[src/include/iag_pkg.sv]
// Constants and types shared by the interrupt acceptance gate.
// Assumes a 32-bit AHB-Lite bus with word-aligned registers.
`default_nettype none
package iag_pkg;
	// Register byte offsets
	localparam logic [7:0] IAG_ENABLE_OFS = 8'h00;
	localparam logic [7:0] IAG_STATUS_OFS = 8'h04;
	localparam logic [7:0] IAG_SYSCTL_OFS = 8'h08;
	localparam logic [7:0] IAG_STATE_OFS  = 8'h0C;
	// Field positions and reset values
	localparam int          IAG_NMI_EDGE_BIT  = 0;
	localparam logic [7:0]  IAG_ENABLE_RST    = 8'h00;
	localparam logic [7:0]  IAG_STATUS_RST    = 8'h00;
	localparam logic        IAG_NMI_EDGE_RST  = 1'b0;
	// Opcodes that enter and leave break mode
	localparam logic [15:0] IAG_OP_BREAK      = 16'h5770;
	localparam logic [15:0] IAG_OP_RET_BREAK  = 16'h56F0;
	// AHB transfer type
	localparam logic [1:0]  IAG_HTRANS_NONSEQ = 2'h2;
	localparam logic [1:0]  IAG_HTRANS_SEQ    = 2'h3;
	// Kind of the instruction the core is executing
	typedef enum logic [1:0] {
		IAG_KIND_NORMAL = 2'h0,
		IAG_KIND_CCR    = 2'h1,
		IAG_KIND_BMOV_W = 2'h3,
		IAG_KIND_BMOV_B = 2'h2
	} iag_kind_t;
endpackage
`default_nettype wire

[src/rtl/iag_gate.sv]
// Interrupt acceptance gate: flags, enables, edge detection and the
// decision whether the core may take an exception at a boundary.
// Assumes the core reports instruction and transfer-cycle boundaries
// on clk_sys_i and that irq and nmi pins are asynchronous.
`default_nettype none
module iag_gate
	import iag_pkg::*;
#(
	parameter int N_IRQ = 8
) (
	// Clock and reset
	input  wire logic               clk_sys_i,
	input  wire logic               rst_n_i,
	// AHB-Lite slave
	input  wire logic               hsel_i,
	input  wire logic [31:0]        haddr_i,
	input  wire logic [1:0]         htrans_i,
	input  wire logic               hwrite_i,
	input  wire logic [2:0]         hsize_i,
	input  wire logic [31:0]        hwdata_i,
	input  wire logic               hready_i,
	output logic      [31:0]        hrdata_o,
	output logic                    hreadyout_o,
	output logic                    hresp_o,
	// Pins
	input  wire logic [N_IRQ-1:0]   irq_pin_i,
	input  wire logic               nmi_pin_i,
	// Core sequencer
	input  wire logic               instr_end_i,
	input  wire logic [15:0]        instr_op_i,
	input  wire iag_kind_t          instr_kind_i,
	input  wire logic               xfer_end_i,
	input  wire logic               irq_mask_i,
	// Requests and acceptance toward the core
	output logic                    irq_req_o,
	output logic                    take_irq_o,
	output logic                    take_nmi_o,
	output logic [$clog2(N_IRQ)-1:0] take_vec_o,
	output logic                    push_next_pc_o,
	output logic                    brk_exc_o,
	output logic                    break_mode_o,
	output logic                    wdt_stop_o
);
	localparam int VW = $clog2(N_IRQ);

	// Lowest index has highest priority
	function automatic logic [VW-1:0] prio_enc(input logic [N_IRQ-1:0] v);
		logic [VW-1:0] r;
		r = '0;
		for (int i = N_IRQ - 1; i >= 0; i--) begin
			if (v[i]) begin
				r = VW'(i);
			end
		end
		return r;
	endfunction

	// Pin synchronisers; stage one feeds only stage two
	// A pin held high through reset reads as a rising edge once released
	logic [N_IRQ-1:0] irq_s1_r, irq_s2_r, irq_s3_r;
	logic             nmi_s1_r, nmi_s2_r, nmi_s3_r;
	always_ff @(posedge clk_sys_i or negedge rst_n_i) begin
		if (!rst_n_i) begin
			irq_s1_r <= '0;
			irq_s2_r <= '0;
			irq_s3_r <= '0;
			nmi_s1_r <= 1'b0;
			nmi_s2_r <= 1'b0;
			nmi_s3_r <= 1'b0;
		end else begin
			irq_s1_r <= irq_pin_i;
			irq_s2_r <= irq_s1_r;
			irq_s3_r <= irq_s2_r;
			nmi_s1_r <= nmi_pin_i;
			nmi_s2_r <= nmi_s1_r;
			nmi_s3_r <= nmi_s2_r;
		end
	end

	// AHB address phase capture
	logic       aw_r, aw_nxt, ar_r, ar_nxt;
	logic [7:0] aa_r, aa_nxt;
	logic       ahb_go;
	assign ahb_go = hsel_i && hready_i && (htrans_i == IAG_HTRANS_NONSEQ || htrans_i == IAG_HTRANS_SEQ);
	always_comb begin
		aw_nxt = ahb_go && hwrite_i;
		ar_nxt = ahb_go && !hwrite_i;
		aa_nxt = ahb_go ? {haddr_i[7:2], 2'b00} : aa_r;
	end
	always_ff @(posedge clk_sys_i or negedge rst_n_i) begin
		if (!rst_n_i) begin
			aw_r <= 1'b0;
			ar_r <= 1'b0;
			aa_r <= '0;
		end else begin
			aw_r <= aw_nxt;
			ar_r <= ar_nxt;
			aa_r <= aa_nxt;
		end
	end
	// Zero wait states, every response OKAY; hsize is only ever a word
	assign hreadyout_o = 1'b1;
	assign hresp_o     = 1'b0;

	// Register and gating state
	logic [N_IRQ-1:0] en_r, en_nxt, flag_r, flag_nxt;
	logic [N_IRQ-1:0] held_en_r, held_en_nxt, held_flag_r, held_flag_nxt;
	logic             edge_sel_r, edge_sel_nxt, nmi_pend_r, nmi_pend_nxt;
	logic             brk_r, brk_nxt;
	logic             t_irq_r, t_irq_nxt, t_nmi_r, t_nmi_nxt, pnp_r, pnp_nxt, bexc_r, bexc_nxt;
	logic [VW-1:0]    t_vec_r, t_vec_nxt;
	logic [31:0]      rd_r, rd_nxt;

	logic [N_IRQ-1:0] irq_edge, eff_pend;
	logic             nmi_edge, sel_ok, ccr_end, brk_now, nmi_at_end, nmi_mid, irq_take;
	logic [VW-1:0]    sel_vec;

	// Acceptance decision
	always_comb begin
		irq_edge = irq_s2_r & ~irq_s3_r;
		nmi_edge = edge_sel_r ? (nmi_s2_r & ~nmi_s3_r) : (~nmi_s2_r & nmi_s3_r);
		// Cleared enables and flags still count until the boundary
		eff_pend = (flag_r | held_flag_r) & (en_r | held_en_r);
		sel_ok   = |eff_pend;
		sel_vec  = prio_enc(eff_pend);
		ccr_end  = instr_end_i && instr_kind_i == IAG_KIND_CCR;
		brk_now  = instr_end_i && !brk_r && instr_op_i == IAG_OP_BREAK;
		// Byte move has no mid-transfer take, so NMI waits for its end
		nmi_at_end = instr_end_i && nmi_pend_r && !brk_r && !ccr_end && !brk_now;
		nmi_mid    = xfer_end_i && !instr_end_i && instr_kind_i == IAG_KIND_BMOV_W
		             && nmi_pend_r && !brk_r;
		irq_take = instr_end_i && sel_ok && !irq_mask_i && !brk_r && !ccr_end
		           && !brk_now && !nmi_at_end;
	end

	// Next-state of registers and gating
	always_comb begin
		en_nxt        = en_r;
		flag_nxt      = flag_r;
		edge_sel_nxt  = edge_sel_r;
		held_en_nxt   = held_en_r;
		held_flag_nxt = held_flag_r;
		// Software write first, hardware set after so the set wins
		if (aw_r && aa_r == IAG_ENABLE_OFS) begin
			en_nxt = hwdata_i[N_IRQ-1:0];
		end
		if (aw_r && aa_r == IAG_STATUS_OFS) begin
			flag_nxt = flag_r & hwdata_i[N_IRQ-1:0];
		end
		if (aw_r && aa_r == IAG_SYSCTL_OFS) begin
			edge_sel_nxt = hwdata_i[IAG_NMI_EDGE_BIT];
		end
		flag_nxt = flag_nxt | irq_edge;
		// Snapshot refreshes at every instruction boundary, ending the grace
		if (instr_end_i) begin
			held_en_nxt   = en_r;
			held_flag_nxt = flag_r;
		end
		nmi_pend_nxt = (nmi_pend_r && !(nmi_at_end || nmi_mid)) || nmi_edge;
		brk_nxt = brk_r;
		if (brk_now) begin
			brk_nxt = 1'b1;
		end else if (instr_end_i && brk_r && instr_op_i == IAG_OP_RET_BREAK) begin
			brk_nxt = 1'b0;
		end
		t_irq_nxt = irq_take;
		t_nmi_nxt = nmi_at_end || nmi_mid;
		t_vec_nxt = irq_take ? sel_vec : t_vec_r;
		pnp_nxt   = nmi_mid;
		bexc_nxt  = brk_now;
		// Read data registered for the data phase
		// Next values for enable, status and sysctl, so a read right behind a write to them already sees it
		rd_nxt = 32'h0000_0000;
		if (ar_nxt) begin
			case ({haddr_i[7:2], 2'b00})
				IAG_ENABLE_OFS: rd_nxt = 32'(en_nxt);
				IAG_STATUS_OFS: rd_nxt = 32'(flag_nxt);
				IAG_SYSCTL_OFS: rd_nxt = 32'(edge_sel_nxt);
				IAG_STATE_OFS:  rd_nxt = {29'h0, nmi_pend_r, sel_ok, brk_r};
				default:        rd_nxt = 32'h0000_0000;
			endcase
		end
	end

	// State registers; reset clears break mode
	always_ff @(posedge clk_sys_i or negedge rst_n_i) begin
		if (!rst_n_i) begin
			en_r        <= IAG_ENABLE_RST[N_IRQ-1:0];
			flag_r      <= IAG_STATUS_RST[N_IRQ-1:0];
			held_en_r   <= IAG_ENABLE_RST[N_IRQ-1:0];
			held_flag_r <= IAG_STATUS_RST[N_IRQ-1:0];
			edge_sel_r  <= IAG_NMI_EDGE_RST;
			nmi_pend_r  <= 1'b0;
			brk_r       <= 1'b0;
			t_irq_r     <= 1'b0;
			t_nmi_r     <= 1'b0;
			t_vec_r     <= '0;
			pnp_r       <= 1'b0;
			bexc_r      <= 1'b0;
			rd_r        <= 32'h0000_0000;
		end else begin
			en_r        <= en_nxt;
			flag_r      <= flag_nxt;
			held_en_r   <= held_en_nxt;
			held_flag_r <= held_flag_nxt;
			edge_sel_r  <= edge_sel_nxt;
			nmi_pend_r  <= nmi_pend_nxt;
			brk_r       <= brk_nxt;
			t_irq_r     <= t_irq_nxt;
			t_nmi_r     <= t_nmi_nxt;
			t_vec_r     <= t_vec_nxt;
			pnp_r       <= pnp_nxt;
			bexc_r      <= bexc_nxt;
			rd_r        <= rd_nxt;
		end
	end

	// Outputs
	assign hrdata_o       = rd_r;
	assign irq_req_o      = sel_ok && !brk_r;
	assign take_irq_o     = t_irq_r;
	assign take_nmi_o     = t_nmi_r;
	assign take_vec_o     = t_vec_r;
	assign push_next_pc_o = pnp_r;
	assign brk_exc_o      = bexc_r;
	assign break_mode_o   = brk_r;
	assign wdt_stop_o     = brk_r;

	// Checks
	// Boundary gating; the break opcode boundary gives the break exception only
	ccr_no_take_a: assert property (@(posedge clk_sys_i) disable iff (!rst_n_i)
		ccr_end |=> !take_irq_o && !take_nmi_o) else $error("take after ccr instruction");
	ccr_one_a: assert property (@(posedge clk_sys_i) disable iff (!rst_n_i)
		instr_end_i && instr_kind_i == IAG_KIND_NORMAL && instr_op_i != IAG_OP_BREAK
		&& sel_ok && !irq_mask_i && !brk_r && !nmi_pend_r
		|=> take_irq_o) else $error("acceptance not resumed");
	brk_block_a: assert property (@(posedge clk_sys_i) disable iff (!rst_n_i)
		break_mode_o |-> ##1 (!take_irq_o && !take_nmi_o) || !$past(break_mode_o))
		else $error("take in break mode");
	brk_enter_a: assert property (@(posedge clk_sys_i) disable iff (!rst_n_i)
		instr_end_i && !break_mode_o && instr_op_i == IAG_OP_BREAK |=> break_mode_o && brk_exc_o)
		else $error("break not entered");
	brk_leave_a: assert property (@(posedge clk_sys_i) disable iff (!rst_n_i)
		instr_end_i && break_mode_o && instr_op_i == IAG_OP_RET_BREAK |=> !break_mode_o)
		else $error("break not left");
	// Block moves
	bmov_b_a: assert property (@(posedge clk_sys_i) disable iff (!rst_n_i)
		xfer_end_i && !instr_end_i && instr_kind_i == IAG_KIND_BMOV_B |=> !take_nmi_o && !take_irq_o)
		else $error("take inside byte move");
	nmi_mid_a: assert property (@(posedge clk_sys_i) disable iff (!rst_n_i)
		xfer_end_i && !instr_end_i && instr_kind_i == IAG_KIND_BMOV_W && nmi_pend_r && !break_mode_o
		|=> take_nmi_o && push_next_pc_o && !take_irq_o) else $error("mid-move nmi missed");
	bmov_w_a: assert property (@(posedge clk_sys_i) disable iff (!rst_n_i)
		!instr_end_i |=> !take_irq_o) else $error("maskable take off boundary");
	push_nmi_a: assert property (@(posedge clk_sys_i) disable iff (!rst_n_i)
		push_next_pc_o |-> take_nmi_o) else $error("push without nmi");
	// Flags and enables
	clr_zero_a: assert property (@(posedge clk_sys_i) disable iff (!rst_n_i)
		aw_r && aa_r == IAG_STATUS_OFS && !hwdata_i[0] && !irq_edge[0] |=> !flag_r[0])
		else $error("write 0 did not clear");
	keep_one_a: assert property (@(posedge clk_sys_i) disable iff (!rst_n_i)
		aw_r && aa_r == IAG_STATUS_OFS && hwdata_i[1] && flag_r[1] |=> flag_r[1])
		else $error("write 1 cleared a flag");
	set_wins_a: assert property (@(posedge clk_sys_i) disable iff (!rst_n_i)
		irq_edge[0] |=> flag_r[0]) else $error("flag set lost");
	grace_a: assert property (@(posedge clk_sys_i) disable iff (!rst_n_i)
		$fell(en_r[0]) && !instr_end_i && !$past(instr_end_i) && $past(flag_r[0]) && flag_r[0]
		|-> irq_req_o || break_mode_o) else $error("enable clear took early");
	// Priority and the single request toward the core
	prio_a: assert property (@(posedge clk_sys_i) disable iff (!rst_n_i)
		irq_take && eff_pend[0] |=> take_vec_o == '0) else $error("priority wrong");
	nmi_first_a: assert property (@(posedge clk_sys_i) disable iff (!rst_n_i)
		instr_end_i && nmi_pend_r && !break_mode_o && instr_kind_i != IAG_KIND_CCR && instr_op_i != IAG_OP_BREAK
		|=> take_nmi_o && !take_irq_o) else $error("nmi lost to maskable");
	one_take_a: assert property (@(posedge clk_sys_i) disable iff (!rst_n_i)
		take_irq_o |-> !take_nmi_o) else $error("two takes at once");
	// NMI edge polarity
	edge_a: assert property (@(posedge clk_sys_i) disable iff (!rst_n_i)
		edge_sel_r && $rose(nmi_s2_r) |=> nmi_pend_r) else $error("nmi edge missed");
	fall_edge_a: assert property (@(posedge clk_sys_i) disable iff (!rst_n_i)
		!edge_sel_r && $fell(nmi_s2_r) |=> nmi_pend_r) else $error("falling nmi edge missed");
	rise_skip_a: assert property (@(posedge clk_sys_i) disable iff (!rst_n_i)
		!edge_sel_r && $rose(nmi_s2_r) && !nmi_pend_r |=> !nmi_pend_r) else $error("wrong nmi edge taken");
endmodule
`default_nettype wire

[config.mk]
export PLATFORM = sky130hd
export DESIGN_NAME = iag_gate
export DESIGN_NICKNAME = d
export VERILOG_FILES = /design/src/include/iag_pkg.sv /design/src/rtl/iag_gate.sv
export SDC_FILE = /design/constraint.sdc
export NUM_CORES = 1
export LEC_CHECK = 0
export BUFFER_PORTS_ARGS = -buffer_cell sky130_fd_sc_hd__buf_4
export CORE_UTILIZATION = 44
export CTS_BUF_LIST = sky130_fd_sc_hd__clkbuf_2 sky130_fd_sc_hd__clkbuf_4 sky130_fd_sc_hd__clkbuf_8
export DETAILED_ROUTE_END_ITERATION = 12
export PLACE_DENSITY = 0.85
export SKIP_LAST_GASP = 1
export SYNTH_ARGS = -nofsm -noshare
export SYNTH_HDL_FRONTEND = slang
export SYNTH_SLANG_ARGS = --single-unit
[constraint.sdc]
create_clock -name clk_sys_i -period 2.15 [get_ports clk_sys_i]
set_clock_uncertainty 0.1 [all_clocks]
set_input_delay 0 -clock clk_sys_i [delete_from_list [all_inputs] [get_ports clk_sys_i]]
set_output_delay 0 -clock clk_sys_i [all_outputs]
set_load 0.005 [all_outputs]
==> impl_summary.md <==
Setup path
The highest fanout seen on the critical path is 6. The depth of the worst register-to-register path is 5. The register-to-register setup slack is -0.20 ns. The required time at the worst-slack endpoint is 2.29 ns.

The critical path in this run is classified as flip-flop to flip-flop. The worst setup path is launched from a flip-flop. The worst setup path is captured at a flip-flop. Data on the critical path arrives at its endpoint at 2.50 ns. The startpoint identified for the worst register-to-register timing path is aa_r[7]. The endpoint of the lowest-slack register-to-register path is hrdata_o[3].

GRT
The first global-routing pass estimated 11,520 um of wire. The number of antenna violations at the first check in global routing came to 0. The global router's overall resource usage is 18.27%. The via count of the first global-routing pass was about 2,400. The maximum number of pins on one net before global-route repair is 46.

The routing usage on met2 is between 30 and 40%. The met1 usage in global routing is about 22%. The total overflow left after global routing is 0.

The global routing's busiest layer is met2. The global routing usage on met3 is 4.061%.

Clock network
TritonCTS built the clock tree. The root buffer cell is sky130_fd_sc_hd__clkbuf_8. TritonCTS created 9 clock buffers. Clock-pin slew was measured on the worst setup and hold paths at 0.09 ns. The clock net in this run drives a total of 84 sinks. In this run the deepest clock path goes through 2 buffers. The depth of the CTS H-tree is 3. The later pin in the worst-skew pair is clocked with a latency of about 0.35 ns.

Detailed routing
After detailed routing, the average wire length per cell comes to ~14 um. The first detailed-routing pass ran for 4 iterations. The remaining antenna violation count after routing is 0. After the first detailed-routing iteration, the DRC count stood at 156. For this run, design rule violations remaining after detail routing come to 0. The routed design has 6863 um of wire. The routed layout has 2,437 vias. The number of vias per cell after detailed routing is 4.963.

Power
Across the VDD grid, the largest voltage drop is between 0.3 and 0.4 mV. The completed layout was analyzed and its total power is between 3000 and 4000 uW. The share of total power dissipated in combinational logic is 13.5%. The internal power of the cells totals 2651 uW. The total leakage power is 0.002090 uW. Summed over all nets, the switching power comes to 848.1 uW. The proportion of power drawn by flip-flops and latches is between 50% and 60%. Dividing total power by cell area gives a power density of between 700 and 800 nW/um2. Of the total power, the clock network draws 34.7%. The switching fraction of total power is 24.24%.

Floorplanning
For this design the top-level I/O count stands at 148. The height of the chip is roughly 90 um. The total die area is 8073 um2. The overall die width is 89.85 um. The core outline area is 7370 um2. The starting density of the core is a little under half. Row generation in the floorplan step produced 31 rows.

Run status
The final reports fail on negative setup slack. The flow ran to the end, but the final reports show violations.

Placement
The number of buffers added on ports is 67. Detailed placement ended at an HPWL of around 4800 um. After detailed placement, the total cell area comes to 3949 um2. The final weighted congestion in routability-driven placement is 0.8236.

Worst hold path
The worst hold endpoint is take_vec_o[2]. The path class of the lowest-slack min-delay path is input port to flip-flop. Along the worst hold path, the cell count comes to 5. The startpoint of the tightest hold check path is instr_kind_i[0].

Final layout
The share of final-layout standard cells stronger than drive strength 1 is 34.69%. The antenna diode count is 0. The top cell types in the final layout, fill and taps aside, are sky130_fd_sc_hd__dfrtp_1, sky130_fd_sc_hd__buf_4, sky130_fd_sc_hd__dlygate4sd3_1, sky130_fd_sc_hd__mux2_2, sky130_fd_sc_hd__conb_1. The most frequent standard cell in the layout excluding fill and tap cells is sky130_fd_sc_hd__dfrtp_1.

Relative to the synthesized area, the layout overhead comes to 35.08%. The number of nets in the finished design is 491. With fillers left out, the area of the finished cells amounts to 4587 um2.

STA
The final critical-path share of the clock period is 109.5%. The worst hold slack across all endpoints is approximately 0.02 ns. Setup violations remaining at the end of the flow were counted as 8.

The slack of the critical path is -0.2032 ns. The tightest slew margin relative to the limit is 62.50%. The number of hold violations in the final report came to 0. The number of max-slew violations in the final report is 0. Setup repair after global routing could not meet its margin everywhere. Subtracting the final worst setup slack from the clock period gives roughly 2.4 ns. The slew at the pin with the worst max-slew slack is approximately 0.56 ns. The fmax is ~420 MHz.

Synthesis
The synthesized netlist contains 41 unique library cells. The cell taking the most area after synthesis is sky130_fd_sc_hd__dfrtp_1. In the synthesized netlist, the number of instances is between 200 and 300. The number of warning messages in the yosys log is 0. The sequential fraction of the synthesis area is about three fifths. The proportion of netlist area held by the largest area contributor is 61.90%. Ranked by total cell area, the synthesized netlist is headed by sky130_fd_sc_hd__dfrtp_1, sky130_fd_sc_hd__mux2_2, sky130_fd_sc_hd__buf_4. The synthesized design contains 84 register bits. After synthesis the cells add up to 3396 um2. A synthesized cell averages 12.62 um2.

Job
The number of max-capacitance violations reported is 0.
-- worst max-delay path, stage by stage, from the launching register on --
cell,delay [ns]
sky130_fd_sc_hd__dfrtp_1,0.39
sky130_fd_sc_hd__or4b_4,0.54
sky130_fd_sc_hd__or4_4,0.50
sky130_fd_sc_hd__buf_4,0.18
sky130_fd_sc_hd__mux2_4,0.30
sky130_fd_sc_hd__a32o_1,0.25
-- logic make-up (layout without fill, tap and decap cells) --
| group | Yosys count | after routing | share of synthesized area [%] |
|---|---|---|---|
| multiplexers | 33 | 33 | 10.98 |
| buffers and inverters | 46 | 145 | 8.401 |
| XOR/XNOR | 1 | 1 | 0.2580 |
| AND/OR/NAND/NOR | 53 | 53 | 8.659 |
| flip-flops | 84 | 84 | 61.90 |
| other | 2 | 26 | 0.2212 |
| AO/OA/AOI/OAI | 50 | 50 | 9.580 |
-- flip-flops by register name (all words and copies together) (netlist names), 3 cells and up --
name and count:
flag_r 8, aa_r 6, held_en_r 8, irq_s3_r 8, hrdata_o 8, held_flag_r 8
irq_s1_r 8, irq_s2_r 8, en_r 8, take_vec_o 3
-- synth_stat cells --
library cell / instances
sky130_fd_sc_hd__a32o_1: 3
sky130_fd_sc_hd__nand2b_1: 3
sky130_fd_sc_hd__a22o_1: 1
sky130_fd_sc_hd__a211oi_1: 1
sky130_fd_sc_hd__mux2_2: 30
sky130_fd_sc_hd__a21bo_2: 2
sky130_fd_sc_hd__buf_4: 28
sky130_fd_sc_hd__nor2b_1: 3
sky130_fd_sc_hd__o211ai_1: 2
sky130_fd_sc_hd__or3_2: 1
sky130_fd_sc_hd__mux2_4: 1
sky130_fd_sc_hd__conb_1: 2
sky130_fd_sc_hd__nand3_1: 6
sky130_fd_sc_hd__nand4b_1: 2
sky130_fd_sc_hd__inv_1: 15
sky130_fd_sc_hd__a21boi_0: 2
sky130_fd_sc_hd__or3b_2: 1
sky130_fd_sc_hd__nand2_1: 12
sky130_fd_sc_hd__a41o_1: 1
sky130_fd_sc_hd__mux2i_1: 2
sky130_fd_sc_hd__nand4_1: 2
sky130_fd_sc_hd__o21a_1: 1
sky130_fd_sc_hd__nand4bb_1: 2
sky130_fd_sc_hd__o21bai_1: 1
sky130_fd_sc_hd__a21oi_1: 4
sky130_fd_sc_hd__dfrtp_1: 84
sky130_fd_sc_hd__nor2_1: 11
sky130_fd_sc_hd__o22ai_1: 8
sky130_fd_sc_hd__buf_6: 1
sky130_fd_sc_hd__and3_1: 1
sky130_fd_sc_hd__o21ai_0: 19
sky130_fd_sc_hd__or4_4: 1
sky130_fd_sc_hd__clkbuf_1: 2
sky130_fd_sc_hd__nor4_1: 1
sky130_fd_sc_hd__o41ai_1: 3
sky130_fd_sc_hd__or2_2: 1
sky130_fd_sc_hd__xor2_1: 1
sky130_fd_sc_hd__a31oi_1: 2
sky130_fd_sc_hd__or4b_4: 1
sky130_fd_sc_hd__or4_1: 1
sky130_fd_sc_hd__nor3_1: 4
-- area by class of cell --
cell class	count	area (um2)
clock buffer	9	123.9
tap	99	123.9
inverter	15	56.30
timing repair buffer	114	959.7
sequential	84	2102
fill	592	2783
clock inverter	7	97.59
multi-input combinational	163	1124
-- power by group through the flow --
stage	sequential, uW	clock, uW	combinational [uW]
5_1_grt	1830	1310	522
3_3_place_gp	1830	0	392
3_5_place_dp	1840	0	410
6_report	1810	1210	474
4_1_cts	1810	1250	466
2_1_floorplan	1820	0	250
-- metal layers --
metal	up-vias	part of all wire (%)	wire, um
met2	90	50	3404
met4	0	3.0	204
li1	1129	-	-
met1	1200	42	2879
met3	18	5.5	376
met5	-	0	0
-- stage by stage --
stage / utilization, % / setup WS, ns / cells / TNS, ns
final: 62.24 / -0.2032 / 491 / -1.045
after global routing: 62.24 / -0.2418 / 491 / -1.366
after CTS: 61.60 / -0.1846 / 488 / -0.7058
after detailed placement: 53.58 / -0.1997 / 435 / -1.186
after global placement: 53.58 / -0.1236 / 435 / -0.6026
after floorplan: - / -0.1885 / 293 / -0.4828
-- repair_timing --
| item | in CTS | in global routing |
|---|---|---|
| resized for setup | 3 | 7 |
| endpoints found under the hold margin | 144 | 0 |
| endpoints found under the setup margin | 8 | 10 |
| setup buffers | 2 | 3 |
| hold buffers | 35 | 0 |
-- worst max path at each step --
stage | startpoint | end | slack, ns | cells past startpoint
after global routing | aa_r[7] | hrdata_o[1] | -0.24 | 5
final | aa_r[7] | hrdata_o[3] | -0.20 | 5
after detailed placement | aa_r[7] | hrdata_o[7] | -0.20 | 6
after global placement | aa_r[7] | hrdata_o[1] | -0.12 | 5
after floorplan | aa_r[7] | hrdata_o[1] | -0.19 | 6
after CTS | aa_r[7] | hrdata_o[1] | -0.18 | 5
No activity file was read; power rests on OpenSTA's default activity.
